### src/irq_security_group_pkg.sv
/*
  Constants, register map and carrier types of the interrupt security/group
  configuration block. Assumes a 100 MHz single clock and AXI4-Lite access.
*/
package irq_security_group_pkg;
  localparam int NUM_INT  = 16;
  localparam int NUM_PE   = 2;
  localparam int PE_IDX_W = 1;
  localparam int ADDR_W   = 12;
  localparam int PRIO_W   = 4;
  localparam int INT_PER_WORD = 8;

  // Global register offsets
  localparam logic [ADDR_W-1:0] OFF_GLOBAL_CTRL = 12'h000;
  localparam logic [ADDR_W-1:0] OFF_GROUP       = 12'h008;
  localparam logic [ADDR_W-1:0] OFF_GROUP_MOD   = 12'h00c;
  localparam logic [ADDR_W-1:0] OFF_NS_ACCESS   = 12'h010;
  localparam logic [ADDR_W-1:0] OFF_ENABLE      = 12'h014;
  localparam logic [ADDR_W-1:0] OFF_PENDING     = 12'h018;
  localparam logic [ADDR_W-1:0] OFF_TRIGGER     = 12'h01c;
  localparam logic [ADDR_W-1:0] OFF_ROUTE       = 12'h020;
  localparam logic [ADDR_W-1:0] OFF_PRIO0       = 12'h028;
  localparam logic [ADDR_W-1:0] OFF_PRIO1       = 12'h02c;
  localparam logic [3:0]        PE_REGION       = 4'h1;
  localparam int                PE_STRIDE_LSB   = 5;

  // Per-PE register offsets inside one 32-byte slot
  localparam logic [4:0] PE_WAKE     = 5'h00;
  localparam logic [4:0] PE_SRE      = 5'h04;
  localparam logic [4:0] PE_PMR      = 5'h08;
  localparam logic [4:0] PE_BPR      = 5'h0c;
  localparam logic [4:0] PE_CTLR     = 5'h10;
  localparam logic [4:0] PE_GRP0     = 5'h14;
  localparam logic [4:0] PE_GRP1     = 5'h18;
  localparam logic [4:0] PE_GRP1_TOP = 5'h1c;

  // Field positions
  localparam int GC_G0 = 0;
  localparam int GC_G1NS = 1;
  localparam int GC_G1S = 2;
  localparam int GC_ARE_S = 4;
  localparam int GC_ARE_NS = 5;
  localparam int GC_DS = 6;
  localparam int WAKE_SLEEP = 1;
  localparam int WAKE_CHILD = 2;
  localparam int TOP_NS = 0;
  localparam int TOP_S = 1;

  // Reset values and fixed figures
  localparam logic [7:0] PMR_RESET  = 8'h00;
  localparam logic [7:0] LPI_PRIO   = 8'ha0;
  localparam logic [1:0] EL_TOP     = 2'h3;
  localparam logic [1:0] RESP_OKAY  = 2'h0;
  localparam logic [1:0] RESP_SLVERR = 2'h2;

  typedef struct packed {
    logic securityDisable;
    logic areNs;
    logic areS;
    logic g1sEn;
    logic g1nsEn;
    logic g0En;
  } glbl_ctrl_s;

  typedef struct packed {
    logic       sleepReq;
    logic       childAsleep;
    logic [2:0] sysreg_enable;
    logic [7:0] pmr;
    logic [2:0] bpr;
    logic [1:0] completion_mode;
    logic       g0Sig;
    logic       g1SigNs;
    logic       g1SigS;
  } pe_cfg_s;
endpackage

### src/irq_security_group.sv
/*
  Security-group configuration of a multi-PE interrupt controller: global
  group enables, group assignment, non-secure grants, redistributor wake and
  CPU-interface enables, driving one fast and one normal request per PE.
  Assumes an AXI4-Lite master on core_clk, awprot[1]/arprot[1] high for a
  non-secure access, PE state inputs on core_clk, source lines asynchronous.
*/
// Function
// - current-state group 1 at EL0/1 is normal
// - other-state group 1 is fast request
// - group 0 always fast request
// - group assignment writable only when secure
// - non-secure reaches secure interrupts only if granted
// - message interrupts always non-secure group 1
// - disable bit selects one or two states
// - single-state build: disable bit reads one
// - single state gives groups 0 and 1
// - disable bit sticky until reset
// - global registers for enables, priority, routing, trigger, pending
// - one redistributor per PE, one CPU interface
// - affinity routing enables per security state
// - three independent distribution group enables
// - disabled group never signalled
// - PE sleeping after reset
// - wake: clear sleep, poll children asleep
// - forward only above priority mask; binary point
// - completion mode bits for EL1 and EL3
// - per-group signalling enables in CPU interface
// - group 1 signalling enable banked by state
`timescale 1ns/10ps
`default_nettype none
module irq_security_group
  import irq_security_group_pkg::*;
#(
  parameter bit TWO_STATES = 1'b1
) (
  input  wire logic                core_clk,
  input  wire logic                rst,
  input  wire logic [ADDR_W-1:0]   awaddr,
  input  wire logic [2:0]          awprot,
  input  wire logic                awvalid,
  output logic                     awready,
  input  wire logic [31:0]         wdata,
  input  wire logic [3:0]          wstrb,
  input  wire logic                wvalid,
  output logic                     wready,
  output logic [1:0]               bresp,
  output logic                     bvalid,
  input  wire logic                bready,
  input  wire logic [ADDR_W-1:0]   araddr,
  input  wire logic [2:0]          arprot,
  input  wire logic                arvalid,
  output logic                     arready,
  output logic [31:0]              rdata,
  output logic [1:0]               rresp,
  output logic                     rvalid,
  input  wire logic                rready,
  input  wire logic [NUM_INT-1:0]  intSource,
  input  wire logic [NUM_PE-1:0]   lpiRequest,
  input  wire logic [NUM_PE-1:0]   peSecure,
  input  wire logic [2*NUM_PE-1:0] peLevel,
  output logic [NUM_PE-1:0]        fastIrq,
  output logic [NUM_PE-1:0]        normalIrq
);

  ////////////////////////////////////////////////////////////////////////////
  // Decoding helpers

  // Address hits a register
  function automatic logic isMapped(input logic [ADDR_W-1:0] a);
    logic pe;
    pe = (a[11:8] == PE_REGION) && (a[7:PE_STRIDE_LSB+PE_IDX_W] == '0);
    return pe || (a == OFF_GLOBAL_CTRL) || (a == OFF_GROUP) || (a == OFF_GROUP_MOD)
      || (a == OFF_NS_ACCESS) || (a == OFF_ENABLE) || (a == OFF_PENDING)
      || (a == OFF_TRIGGER) || (a == OFF_ROUTE) || (a == OFF_PRIO0) || (a == OFF_PRIO1);
  endfunction

  // Byte strobes to bit mask
  function automatic logic [31:0] strbMask(input logic [3:0] s);
    return {{8{s[3]}}, {8{s[2]}}, {8{s[1]}}, {8{s[0]}}};
  endfunction

  // One bit per interrupt widened to a priority field
  function automatic logic [31:0] expandPrio(input logic [INT_PER_WORD-1:0] m);
    logic [31:0] r;
    r = '0;
    for (int k = 0; k < INT_PER_WORD; k++) begin
      r[k*PRIO_W +: PRIO_W] = {PRIO_W{m[k]}};
    end
    return r;
  endfunction

  ////////////////////////////////////////////////////////////////////////////
  // State

  glbl_ctrl_s            gctl;
  pe_cfg_s               peCfg [NUM_PE];
  logic [NUM_INT-1:0]    groupBits;
  logic [NUM_INT-1:0]    groupMod;
  logic [NUM_INT-1:0]    nsAccess;
  logic [NUM_INT-1:0]    enableBits;
  logic [NUM_INT-1:0]    edgePend;
  logic [NUM_INT-1:0]    trigEdge;
  logic [NUM_INT-1:0]    routeBits;
  logic [NUM_INT*PRIO_W-1:0] prioBits;
  logic [NUM_INT-1:0]    srcMeta;
  logic [NUM_INT-1:0]    srcSync;
  logic [NUM_INT-1:0]    srcPrev;
  logic [ADDR_W-1:0]     wrAddr;
  logic [2:0]            wrProt;
  logic [31:0]           wrData;
  logic [3:0]            wrStrb;

  ////////////////////////////////////////////////////////////////////////////
  // Write decode

  wire logic                 singleState = gctl.securityDisable;
  wire logic [NUM_INT-1:0]   secureInt   = ~groupBits | (groupBits & groupMod);
  wire logic                 wrFire      = ~awready & ~wready & ~bvalid;
  wire logic                 wrSecure    = ~wrProt[1] | singleState;
  wire logic                 rdSecure    = ~arprot[1] | singleState;
  wire logic [31:0]          wrByteMask  = strbMask(wrStrb);
  wire logic [NUM_INT-1:0]   wrGrant     = {NUM_INT{wrSecure}} | ~secureInt | nsAccess;
  wire logic [NUM_INT-1:0]   rdGrant     = {NUM_INT{rdSecure}} | ~secureInt | nsAccess;
  wire logic [NUM_INT-1:0]   wrIntMask   = wrByteMask[NUM_INT-1:0] & wrGrant;
  wire logic [NUM_INT-1:0]   wrSecMask   = wrByteMask[NUM_INT-1:0] & {NUM_INT{wrSecure}};
  wire logic                 wrMapped    = isMapped(wrAddr);
  wire logic                 wrPeRegion  = wrAddr[11:8] == PE_REGION;
  wire logic [PE_IDX_W-1:0]  wrPeIdx     = wrAddr[PE_STRIDE_LSB +: PE_IDX_W];
  wire logic [4:0]           wrPeOff     = wrAddr[4:0];
  wire logic                 wrPrioHi    = wrAddr == OFF_PRIO1;
  wire logic                 wrPrioSel   = (wrAddr == OFF_PRIO0) || wrPrioHi;
  wire logic [INT_PER_WORD-1:0] wrPrioGrant = wrPrioHi ? wrGrant[NUM_INT-1:INT_PER_WORD]
                                                      : wrGrant[INT_PER_WORD-1:0];
  wire logic [31:0]          wrPrioMask  = expandPrio(wrPrioGrant) & wrByteMask;
  wire logic                 wrGlobal    = wrFire && (wrAddr == OFF_GLOBAL_CTRL) && wrByteMask[0];

  ////////////////////////////////////////////////////////////////////////////
  // AXI4-Lite write channel: address and data in either order

  always_ff @(posedge core_clk or posedge rst) begin
    if (rst) begin
      awready <= 1'b1;
      wready  <= 1'b1;
      bvalid  <= 1'b0;
      bresp   <= RESP_OKAY;
      wrAddr  <= '0;
      wrProt  <= '0;
      wrData  <= '0;
      wrStrb  <= '0;
    end else begin
      if (awvalid && awready) begin
        awready <= 1'b0;
        wrAddr  <= {awaddr[ADDR_W-1:2], 2'h0};
        wrProt  <= awprot;
      end
      if (wvalid && wready) begin
        wready <= 1'b0;
        wrData <= wdata;
        wrStrb <= wstrb;
      end
      if (wrFire) begin
        bvalid <= 1'b1;
        bresp  <= wrMapped ? RESP_OKAY : RESP_SLVERR;
      end
      if (bvalid && bready) begin
        bvalid  <= 1'b0;
        awready <= 1'b1;
        wready  <= 1'b1;
      end
    end
  end

  ////////////////////////////////////////////////////////////////////////////
  // Global control: enables, affinity routing, security disable

  always_ff @(posedge core_clk or posedge rst) begin
    if (rst) begin
      gctl <= '0;
      gctl.securityDisable <= ~TWO_STATES;
    end else if (wrGlobal) begin
      gctl.g1nsEn <= wrData[GC_G1NS];
      gctl.areNs  <= wrData[GC_ARE_NS];
      if (wrSecure) begin
        gctl.g0En <= wrData[GC_G0];
        gctl.g1sEn <= wrData[GC_G1S] & ~(singleState | wrData[GC_DS]);
        gctl.areS <= wrData[GC_ARE_S];
        gctl.securityDisable <= gctl.securityDisable | wrData[GC_DS] | ~TWO_STATES;
      end
    end
  end

  ////////////////////////////////////////////////////////////////////////////
  // Per-interrupt configuration

  // Group assignment and grants from secure accesses only
  always_ff @(posedge core_clk or posedge rst) begin
    if (rst) begin
      groupBits <= '0;
      groupMod  <= '0;
      nsAccess  <= '0;
    end else if (wrFire) begin
      if (wrAddr == OFF_GROUP) groupBits <= (groupBits & ~wrSecMask) | (wrData[NUM_INT-1:0] & wrSecMask);
      if (wrAddr == OFF_GROUP_MOD) groupMod <= (groupMod & ~wrSecMask) | (wrData[NUM_INT-1:0] & wrSecMask);
      if (wrAddr == OFF_NS_ACCESS) nsAccess <= (nsAccess & ~wrSecMask) | (wrData[NUM_INT-1:0] & wrSecMask);
    end
  end

  // Enable, trigger, routing and priority, masked per interrupt grant
  always_ff @(posedge core_clk or posedge rst) begin
    if (rst) begin
      enableBits <= '0;
      trigEdge   <= '0;
      routeBits  <= '0;
      prioBits   <= '0;
    end else if (wrFire) begin
      if (wrAddr == OFF_ENABLE) enableBits <= (enableBits & ~wrIntMask) | (wrData[NUM_INT-1:0] & wrIntMask);
      if (wrAddr == OFF_TRIGGER) trigEdge <= (trigEdge & ~wrIntMask) | (wrData[NUM_INT-1:0] & wrIntMask);
      if (wrAddr == OFF_ROUTE) routeBits <= (routeBits & ~wrIntMask) | (wrData[NUM_INT-1:0] & wrIntMask);
      if (wrPrioSel) begin
        prioBits[wrPrioHi*32 +: 32] <= (prioBits[wrPrioHi*32 +: 32] & ~wrPrioMask) | (wrData & wrPrioMask);
      end
    end
  end

  // Source synchroniser and edge capture; a new edge beats a clear
  wire logic [NUM_INT-1:0] srcRise  = srcSync & ~srcPrev;
  wire logic [NUM_INT-1:0] pendClr  = (wrFire && wrAddr == OFF_PENDING) ? (wrData[NUM_INT-1:0] & wrIntMask) : '0;
  wire logic [NUM_INT-1:0] pendVec  = (trigEdge & edgePend) | (~trigEdge & srcSync);

  always_ff @(posedge core_clk or posedge rst) begin
    if (rst) begin
      srcMeta  <= '0;
      srcSync  <= '0;
      srcPrev  <= '0;
      edgePend <= '0;
    end else begin
      srcMeta  <= intSource;
      srcSync  <= srcMeta;
      srcPrev  <= srcSync;
      edgePend <= (edgePend & ~pendClr) | srcRise;
    end
  end

  ////////////////////////////////////////////////////////////////////////////
  // Redistributor and CPU interface per PE

  genvar p;
  genvar i;
  generate
    for (p = 0; p < NUM_PE; p++) begin : g_pe
      wire logic       peHit   = wrFire && wrPeRegion && (wrPeIdx == PE_IDX_W'(p));
      wire logic       cpuOpen = |peCfg[p].sysreg_enable;
      wire logic       asleep  = peCfg[p].sleepReq | peCfg[p].childAsleep;
      wire logic [1:0] el      = peLevel[2*p +: 2];
      wire logic       peSec   = peSecure[p] & ~singleState;
      wire logic       lpiOk   = lpiRequest[p] && (LPI_PRIO < peCfg[p].pmr)
                                 && gctl.g1nsEn && peCfg[p].g1SigNs;
      wire logic       lpiFast = ~singleState && ((el == EL_TOP) || peSec);
      logic [NUM_INT-1:0] fastVec;
      logic [NUM_INT-1:0] normVec;

      // Configuration writes; CPU-if registers wait for system-register enable
      always_ff @(posedge core_clk or posedge rst) begin
        if (rst) begin
          peCfg[p] <= '0;
          peCfg[p].sleepReq <= 1'b1;
          peCfg[p].childAsleep <= 1'b1;
          peCfg[p].pmr <= PMR_RESET;
        end else begin
          peCfg[p].childAsleep <= peCfg[p].sleepReq;
          if (peHit && wrByteMask[0]) begin
            unique case (wrPeOff)
              PE_WAKE: peCfg[p].sleepReq <= wrData[WAKE_SLEEP];
              PE_SRE: peCfg[p].sysreg_enable <= wrData[2:0];
              PE_PMR: if (cpuOpen) peCfg[p].pmr <= wrData[7:0];
              PE_BPR: if (cpuOpen) peCfg[p].bpr <= wrData[2:0];
              PE_CTLR: if (cpuOpen) begin
                peCfg[p].completion_mode[0] <= wrData[0];
                if (wrSecure) peCfg[p].completion_mode[1] <= wrData[1];
              end
              PE_GRP0: if (cpuOpen && wrSecure) peCfg[p].g0Sig <= wrData[0];
              PE_GRP1: if (cpuOpen) begin
                if (wrSecure && ~singleState) peCfg[p].g1SigS <= wrData[0];
                else peCfg[p].g1SigNs <= wrData[0];
              end
              PE_GRP1_TOP: if (cpuOpen && wrSecure) begin
                peCfg[p].g1SigNs <= wrData[TOP_NS];
                peCfg[p].g1SigS  <= wrData[TOP_S] & ~singleState;
              end
              default: ;
            endcase
          end
        end
      end

      // Classification of each interrupt for this PE
      for (i = 0; i < NUM_INT; i++) begin : g_int
        wire logic isG0   = ~groupBits[i];
        wire logic isG1s  = groupBits[i] & groupMod[i] & ~singleState;
        wire logic isG1ns = groupBits[i] & ~isG1s;
        wire logic grpOn  = (isG0 & gctl.g0En & peCfg[p].g0Sig)
                          | (isG1s & gctl.g1sEn & peCfg[p].g1SigS)
                          | (isG1ns & gctl.g1nsEn & peCfg[p].g1SigNs);
        wire logic areOn  = secureInt[i] ? gctl.areS : gctl.areNs;
        wire logic target = ~areOn | (routeBits[i] == 1'(p));
        wire logic prioOk = {prioBits[i*PRIO_W +: PRIO_W], 4'h0} < peCfg[p].pmr;
        wire logic live   = pendVec[i] & enableBits[i] & grpOn & target & prioOk & ~asleep;
        wire logic g1Fast = ~singleState & ((el == EL_TOP) | (isG1s != peSec));
        assign fastVec[i] = live & (isG0 | g1Fast);
        assign normVec[i] = live & ~isG0 & ~g1Fast;
      end

      // Registered request lines
      always_ff @(posedge core_clk or posedge rst) begin
        if (rst) begin
          fastIrq[p]   <= 1'b0;
          normalIrq[p] <= 1'b0;
        end else begin
          fastIrq[p]   <= (|fastVec) | (lpiOk & ~asleep & lpiFast);
          normalIrq[p] <= (|normVec) | (lpiOk & ~asleep & ~lpiFast);
        end
      end
    end
  endgenerate

  ////////////////////////////////////////////////////////////////////////////
  // Read decode; per-interrupt and CPU-if secure fields hidden from ungranted non-secure reads, global control read in full

  wire logic [PE_IDX_W-1:0] rdPeIdx = araddr[PE_STRIDE_LSB +: PE_IDX_W];
  wire logic [4:0]          rdPeOff = araddr[4:0];
  wire logic [ADDR_W-1:0]   rdAddr  = {araddr[ADDR_W-1:2], 2'h0};
  wire pe_cfg_s             rdPe    = peCfg[rdPeIdx];
  logic [31:0]              readMux;

  always_comb begin
    readMux = '0;
    if (rdAddr[11:8] == PE_REGION) begin
      unique case (rdPeOff)
        PE_WAKE: begin
          readMux[WAKE_SLEEP] = rdPe.sleepReq;
          readMux[WAKE_CHILD] = rdPe.childAsleep;
        end
        PE_SRE: readMux[2:0] = rdPe.sysreg_enable;
        PE_PMR: readMux[7:0] = rdPe.pmr;
        PE_BPR: readMux[2:0] = rdPe.bpr;
        PE_CTLR: readMux[1:0] = {rdPe.completion_mode[1] & rdSecure, rdPe.completion_mode[0]};
        PE_GRP0: readMux[0] = rdPe.g0Sig & rdSecure;
        PE_GRP1: readMux[0] = (rdSecure && ~singleState) ? rdPe.g1SigS : rdPe.g1SigNs;
        PE_GRP1_TOP: readMux[1:0] = rdSecure ? {rdPe.g1SigS, rdPe.g1SigNs} : 2'h0;
        default: readMux = '0;
      endcase
    end else begin
      unique case (rdAddr)
        OFF_GLOBAL_CTRL: begin
          readMux[GC_G0]     = gctl.g0En;
          readMux[GC_G1NS]   = gctl.g1nsEn;
          readMux[GC_G1S]    = gctl.g1sEn;
          readMux[GC_ARE_S]  = gctl.areS;
          readMux[GC_ARE_NS] = gctl.areNs;
          readMux[GC_DS]     = gctl.securityDisable;
        end
        OFF_GROUP: readMux[NUM_INT-1:0] = groupBits & rdGrant;
        OFF_GROUP_MOD: readMux[NUM_INT-1:0] = groupMod & rdGrant;
        OFF_NS_ACCESS: readMux[NUM_INT-1:0] = nsAccess & {NUM_INT{rdSecure}};
        OFF_ENABLE: readMux[NUM_INT-1:0] = enableBits & rdGrant;
        OFF_PENDING: readMux[NUM_INT-1:0] = pendVec & rdGrant;
        OFF_TRIGGER: readMux[NUM_INT-1:0] = trigEdge & rdGrant;
        OFF_ROUTE: readMux[NUM_INT-1:0] = routeBits & rdGrant;
        OFF_PRIO0: readMux = prioBits[31:0] & expandPrio(rdGrant[INT_PER_WORD-1:0]);
        OFF_PRIO1: readMux = prioBits[63:32] & expandPrio(rdGrant[NUM_INT-1:INT_PER_WORD]);
        default: readMux = '0;
      endcase
    end
  end

  // AXI4-Lite read channel
  always_ff @(posedge core_clk or posedge rst) begin
    if (rst) begin
      arready <= 1'b1;
      rvalid  <= 1'b0;
      rdata   <= '0;
      rresp   <= RESP_OKAY;
    end else if (arvalid && arready) begin
      arready <= 1'b0;
      rvalid  <= 1'b1;
      rdata   <= readMux;
      rresp   <= isMapped(rdAddr) ? RESP_OKAY : RESP_SLVERR;
    end else if (rvalid && rready) begin
      rvalid  <= 1'b0;
      arready <= 1'b1;
    end
  end

endmodule
`default_nettype wire

### config.mk
export PLATFORM = sky130hd
export DESIGN_NAME = irq_security_group
export DESIGN_NICKNAME = d
export VERILOG_FILES = /design/src/irq_security_group_pkg.sv /design/src/irq_security_group.sv
export SDC_FILE = /design/constraint.sdc
export NUM_CORES = 1
export LEC_CHECK = 0
export ABC_AREA = 1
export ABC_CLOCK_PERIOD_IN_PS = 10600
export BUFFER_PORTS_ARGS = -buffer_cell sky130_fd_sc_hd__clkbuf_2
export CORE_ASPECT_RATIO = 1.5
export CORE_MARGIN = 2
export CORE_UTILIZATION = 25
export CTS_CLUSTER_SIZE = 10
export DETAILED_ROUTE_END_ITERATION = 7
export PLACE_DENSITY = 0.37
export SETUP_SLACK_MARGIN = 0.1
export SLEW_MARGIN = 25
export SYNTH_ARGS = -nofsm -noshare
export SYNTH_HDL_FRONTEND = slang
export SYNTH_SLANG_ARGS = --single-unit
### constraint.sdc
create_clock -name core_clk -period 10.6 [get_ports core_clk]
set_clock_uncertainty 0.05 [all_clocks]
set_input_delay 1.06 -clock core_clk [delete_from_list [all_inputs] [get_ports core_clk]]
set_output_delay 1.06 -clock core_clk [all_outputs]
set_load 0.02 [all_outputs]
==> results of run 1 <==
-- critical path: cells and delay by family, from the launching register on --
family                 cells  cell delay [ns]
and+or+nand+nor            7             1.74
buffers and inverters      5             1.65
DFF                        1             0.36
-- routing by layer --
layer,track usage,vias to the layer above,part of all wire
met3,0.0232,199,0.034
li1,-,11087,-
met4,0.135,0,0.069
met5,0,-,0
met2,0.420,583,0.51
met1,0.259,11080,0.38
-- metrics by stage --
stage               utilization  total power, µW
floorplan                     -             2290
global placement          0.273             2810
detailed placement        0.273             2800
CTS                       0.288             4390
global route              0.288             4530
finish                    0.288             4310
-- worst paths after layout --
kind                          endpoint  slack, ns  depth (start not counted)
setup / recovery              rdata[2]       6.66                         12
hold / removal             srcSync[10]       0.29                          0
setup reg to reg              rdata[2]       6.66                         12
hold reg to reg            srcSync[10]       0.29                          0
max in group asynchronous     peCfg[6]       8.25                          4
min in group asynchronous    wrData[7]       0.35                          2
-- cell families (layout without fill, tap and decap cells) --
family,Yosys count,count (layout),synth area share
and+or+nand+nor,1841,1841,0.343
AOI/OAI and AO/OA,507,507,0.119
buffers and inverters,422,549,0.0735
DFF,362,362,0.384
adders and majority gates,128,128,0.0678
muxes,27,27,0.0125
other,1,2,0.000159
-- where the power goes --
group          total (µW)  leakage [µW]  switching (µW)  internal, µW
Clock                1550      0.000690             648           902
Sequential           1660       0.00469             139          1520
Combinational        1100       0.00793             846           254
-- layout make-up --
class | instances | area, µm²
inverter | 294 | 1110
timing repair buffer | 179 | 1050
clock inverter | 6 | 108
fill | 10509 | 67000
sequential | 362 | 9070
tap | 1260 | 1580
multi-input combinational | 2505 | 12900
clock buffer | 70 | 1320
-- synth_stat cells (37+ instances only) --
master,count,share of area
a21oi_1,96,0.020
buf_2,37,0.0078
clkbuf_1,69,0.011
dfrtp_1,355,0.38
ha_1,128,0.068
inv_1,283,0.045
nand2_1,944,0.15
nand3_1,443,0.094
nand4_1,38,0.010
nor2_1,292,0.046
o21ai_0,246,0.052
o21ai_1,73,0.015
o21ai_2,38,0.014
==> flow_summary.ini, run 1 <==
[run]
drv_cap = 0

[clock_tree]
holdBufCountCts = 0
cts_tree = done
insertion_delay_ns = 0.62
clock-sinks = 362
cts_buffer_depth = 3
clk_pin_slew_ns = 0.06
post_cts_resize_count = 0
htree_num_levels = 2
cts_setup_buffers = 0
root_buffer = clkbuf_16
cts_buffers = 45

[global_routing]
grt_pass1_vias = 22653
grt_max_degree = 133
grt_first_pass_wirelength_um = 162000
antenna_found_initial = 1
track_usage = 0.231
overflow = 0

[floorplanning]
die_h_um = 381
core_area_mm2 = 0.0941
num_io_pins = 142
rows = 138
initial_core_util = 0.251
die_w_um = 255
die-area_mm2 = 0.0971

[setup_path]
r2r_start = singleState
path_max_fanout = 24
cp-end-kind = register
cp_cell_sequence = buf_4 -> inv_2 -> nand2_1 -> buf_4 -> inv_2 -> nand3_1 -> nand3_1 -> nand3_1 -> nor2_1 -> nand3_1 -> nand2_1 -> inv_1
cp_common_cell = nand3_1
crit_slowest_cell = nand3_1
slowest_delay_ns = 0.65
critPathLaunch = singleState
cp.arrival_ns = 4.40
cp.required_ns = 11.06
critPathKind = reg -> reg
crit_path_start_kind = register

[placed_design]
gp_congestion = 0.936
port_buffers = 133
place_worst_setup_slack_ns = 6.49
dp.cells = 4599
postPlaceCellArea_mm2 = 0.0257
hpwl_um = 84400

[drt]
drc = 0
postRouteAntennaNets = 0
wire_per_inst_um = 24.1
drt_iter0_drc = 1614
drt-total-wl_um = 112000
viasPerCell = 4.91
vias = 22949
drt-pass1-iter-count = 6

[synthesis]
ys.warnings.count = 0
async_flop_share = 1.00
yosys.cell_types.count = 49
yosys_register_bits = 362
synth_cells = 3288
synth_edf_count = 0
ys_seq_area_frac = 0.384
synth_flop_cell = dfrtp_1
synth_area_mm2 = 0.0236
syn_area_per_cell_um2 = 7.19

[layout]
num_antenna_cells = 0
nets = 3612
final_cell_area_mm2 = 0.0271
drive_above_1_share = 0.116
syn2layout_area_growth_pct = 14.7
layout_commonest_cell = nand2_1
final_cell_count_no_fill = 4676
mostFrequentLayoutCells = nand2_1 (943), nand3_1 (442), dfrtp_1 (355)

[power_and_ir_drop]
power.density_mw_per_mm2 = 159
ir_worst_vdd_mv = 0.106
leakagePower_uw = 0.0133

[timing]
hold-worst-slack_ns = 0.294
tightest_slew_ns = 1.09
postLayoutSetupSlackWorst_ns = 6.66
finalCritPeriodShare = 0.371
hold_violations = 0
relSlewSlack = 0.265
setup_viol_count_final = 0
min_period_ns = 3.94
max_freq_mhz = 254
fin_setup_tns_ns = 0
rsz0062_at_grt = no
slew_violations = 0

[outcome]
status = completed

[min_path]
hp-class = reg -> reg
min-delay-start = srcMeta[10]
Note: power is estimated with default switching activity, not from simulation.
==> inputs of run 2 (changes only) <==
ABC_CLOCK_PERIOD_IN_PS = 3830   (was 10600)
PLACE_DENSITY = 0.36   (was 0.37)
clock period = 3.83 ns   (was 10.6 ns; I/O delays follow)
==> run 2 against run 1 <==
Sequential share of layout area down 1.2 points. Sequential power increased to 2.8 times the previous value. First-iteration DRC count up 1.3%. Total power increased to 2.8 times the previous value. Utilization up 1.1 points. Combinational power rose to 2.9 times the previous value.
==> flow_summary.ini, run 2 (synthesis gave the netlist of run 1 again) <==
[layout]
mostFrequentLayoutCells = nand2_1 (943), nand3_1 (443), dfrtp_1 (355)
multi_input_area_mm2 = 0.0129
layout_commonest_cell = nand2_1
fillers = 10515
drive_above_1_share = 0.124
nets = 3727
regArea_mm2 = 0.00907
num_antenna_cells = 0
final_util = 0.299
syn2layout_area_growth_pct = 19.0

[drt]
postRouteAntennaNets = 0
drc = 0
drt_iter0_drc = 1635
vias = 23385
drt-total-wl_um = 115000
viasPerCell = 4.88
drt-pass1-iter-count = 8
wire_per_inst_um = 24.0

[floorplanning]
die_w_um = 255
num_io_pins = 142
die_h_um = 381
die-area_mm2 = 0.0971
core_area_mm2 = 0.0941
initial_core_util = 0.251
rows = 138

[setup_path]
crit_path_start_kind = register
cp.arrival_ns = 3.19
cp-end-kind = register
critPathKind = reg -> reg
cp.required_ns = 4.21
path_max_fanout = 7

[power_and_ir_drop]
ir_worst_vdd_mv = 0.346
power.density_mw_per_mm2 = 425
p_int_uw = 7370
p_seq_frac = 0.386
p_switching_uw = 4590
switching_share = 0.384
p_comb_frac = 0.264
power_uw = 12000
power_frac_clock = 0.350
leakagePower_uw = 0.0138

[placed_design]
gp_congestion = 0.921
port_buffers = 133
hpwl_um = 88000

[global_routing]
antenna_found_initial = 1
overflow = 0
track_usage = 0.237
grt_max_degree = 88
grt_first_pass_wirelength_um = 165000
grt_pass1_vias = 23207

[clock_tree]
clk_pin_slew_ns = 0.06
post_cts_resize_count = 0
clock-sinks = 362
htree_num_levels = 2
cts_buffer_depth = 3
cts_setup_buffers = 0
cts_tree = done
insertion_delay_ns = 0.61
cts_buffers = 46
root_buffer = clkbuf_16

[timing]
relSlewSlack = 0.298
setup_viol_count_final = 0
slew_violations = 0
min_period_ns = 2.81
finalCritPeriodShare = 0.733
max_freq_mhz = 356
hold_violations = 0
tightest_slew_ns = 1.05
rsz0062_at_grt = no

[outcome]
status = completed

[run]
drv_cap = 0

[min_path]
hp-class = in -> async
==> run 2: timing repair <==
item	CTS	global route
setup endpoints to repair	0	0
hold buffers	70	0
hold endpoints to repair	122	0
==> run 2: per-layer routing <==
metal,routed length [µm],GRT usage
met1,44700,0.270
met2,58500,0.424
met3,3730,0.0239
met4,8000,0.140
met5,0,0
==> run 2: stage by stage <==
step / instances / setup WS (ns) / hold slack (ns) / instance area, µm² / TNS [ns]
2_1_floorplan: 3289 / -1.45 / 0.281 / 23600 / -516.19
3_3_place_gp: 4644 / 1.11 / 0.276 / 26000 / 0
3_5_place_dp: 4644 / 1.10 / 0.280 / 26000 / 0
4_1_cts: 4788 / 1.11 / 0.160 / 28100 / 0
5_1_grt: 4788 / 0.929 / 0.200 / 28100 / 0
6_report: 4788 / 1.02 / 0.197 / 28100 / 0
==> run 2: cell type report <==
type	instances	share of cell area
clock buffer	66	0.0464
clock inverter	8	0.00276
inverter	294	0.0395
multi-input combinational	2505	0.457
sequential	362	0.322
tap	1260	0.0560
timing repair buffer	293	0.0761
==> run 2: worst paths after layout <==
check                      slack, ns  cells past startpoint        from           end
max                             1.02                     11   peCfg[31]  normalIrq[0]
max reg2reg                     1.02                     11   peCfg[31]  normalIrq[0]
max in group asynchronous       2.47                      5         rst       arready
min                             0.20                      3         rst        bvalid
min in group core_clk           0.30                      0  srcMeta[3]    srcSync[3]
min reg2reg                     0.30                      0  srcMeta[3]    srcSync[3]
==> run 2: critical path: stages (launching register included) <==
cell	delay [ns]
dfrtp_1	0.39
nor2_1	0.42
nand2_1	0.32
buf_4	0.29
o21ai_0	0.18
nand3_1	0.27
nand2_1	0.13
nor2_1	0.06
nand2_1	0.06
nand3_1	0.11
nor2_1	0.17
nand3_1	0.18
==> run 2: power by group through the flow <==
stage / Sequential, µW / Clock [µW] / Combinational [µW]
2_1_floorplan: 4580 / 0 / 1760
6_report: 4620 / 4190 / 3150
5_1_grt: 4670 / 4470 / 3430
4_1_cts: 4630 / 4340 / 3210
3_5_place_dp: 4690 / 0 / 3130
3_3_place_gp: 4690 / 0 / 3140
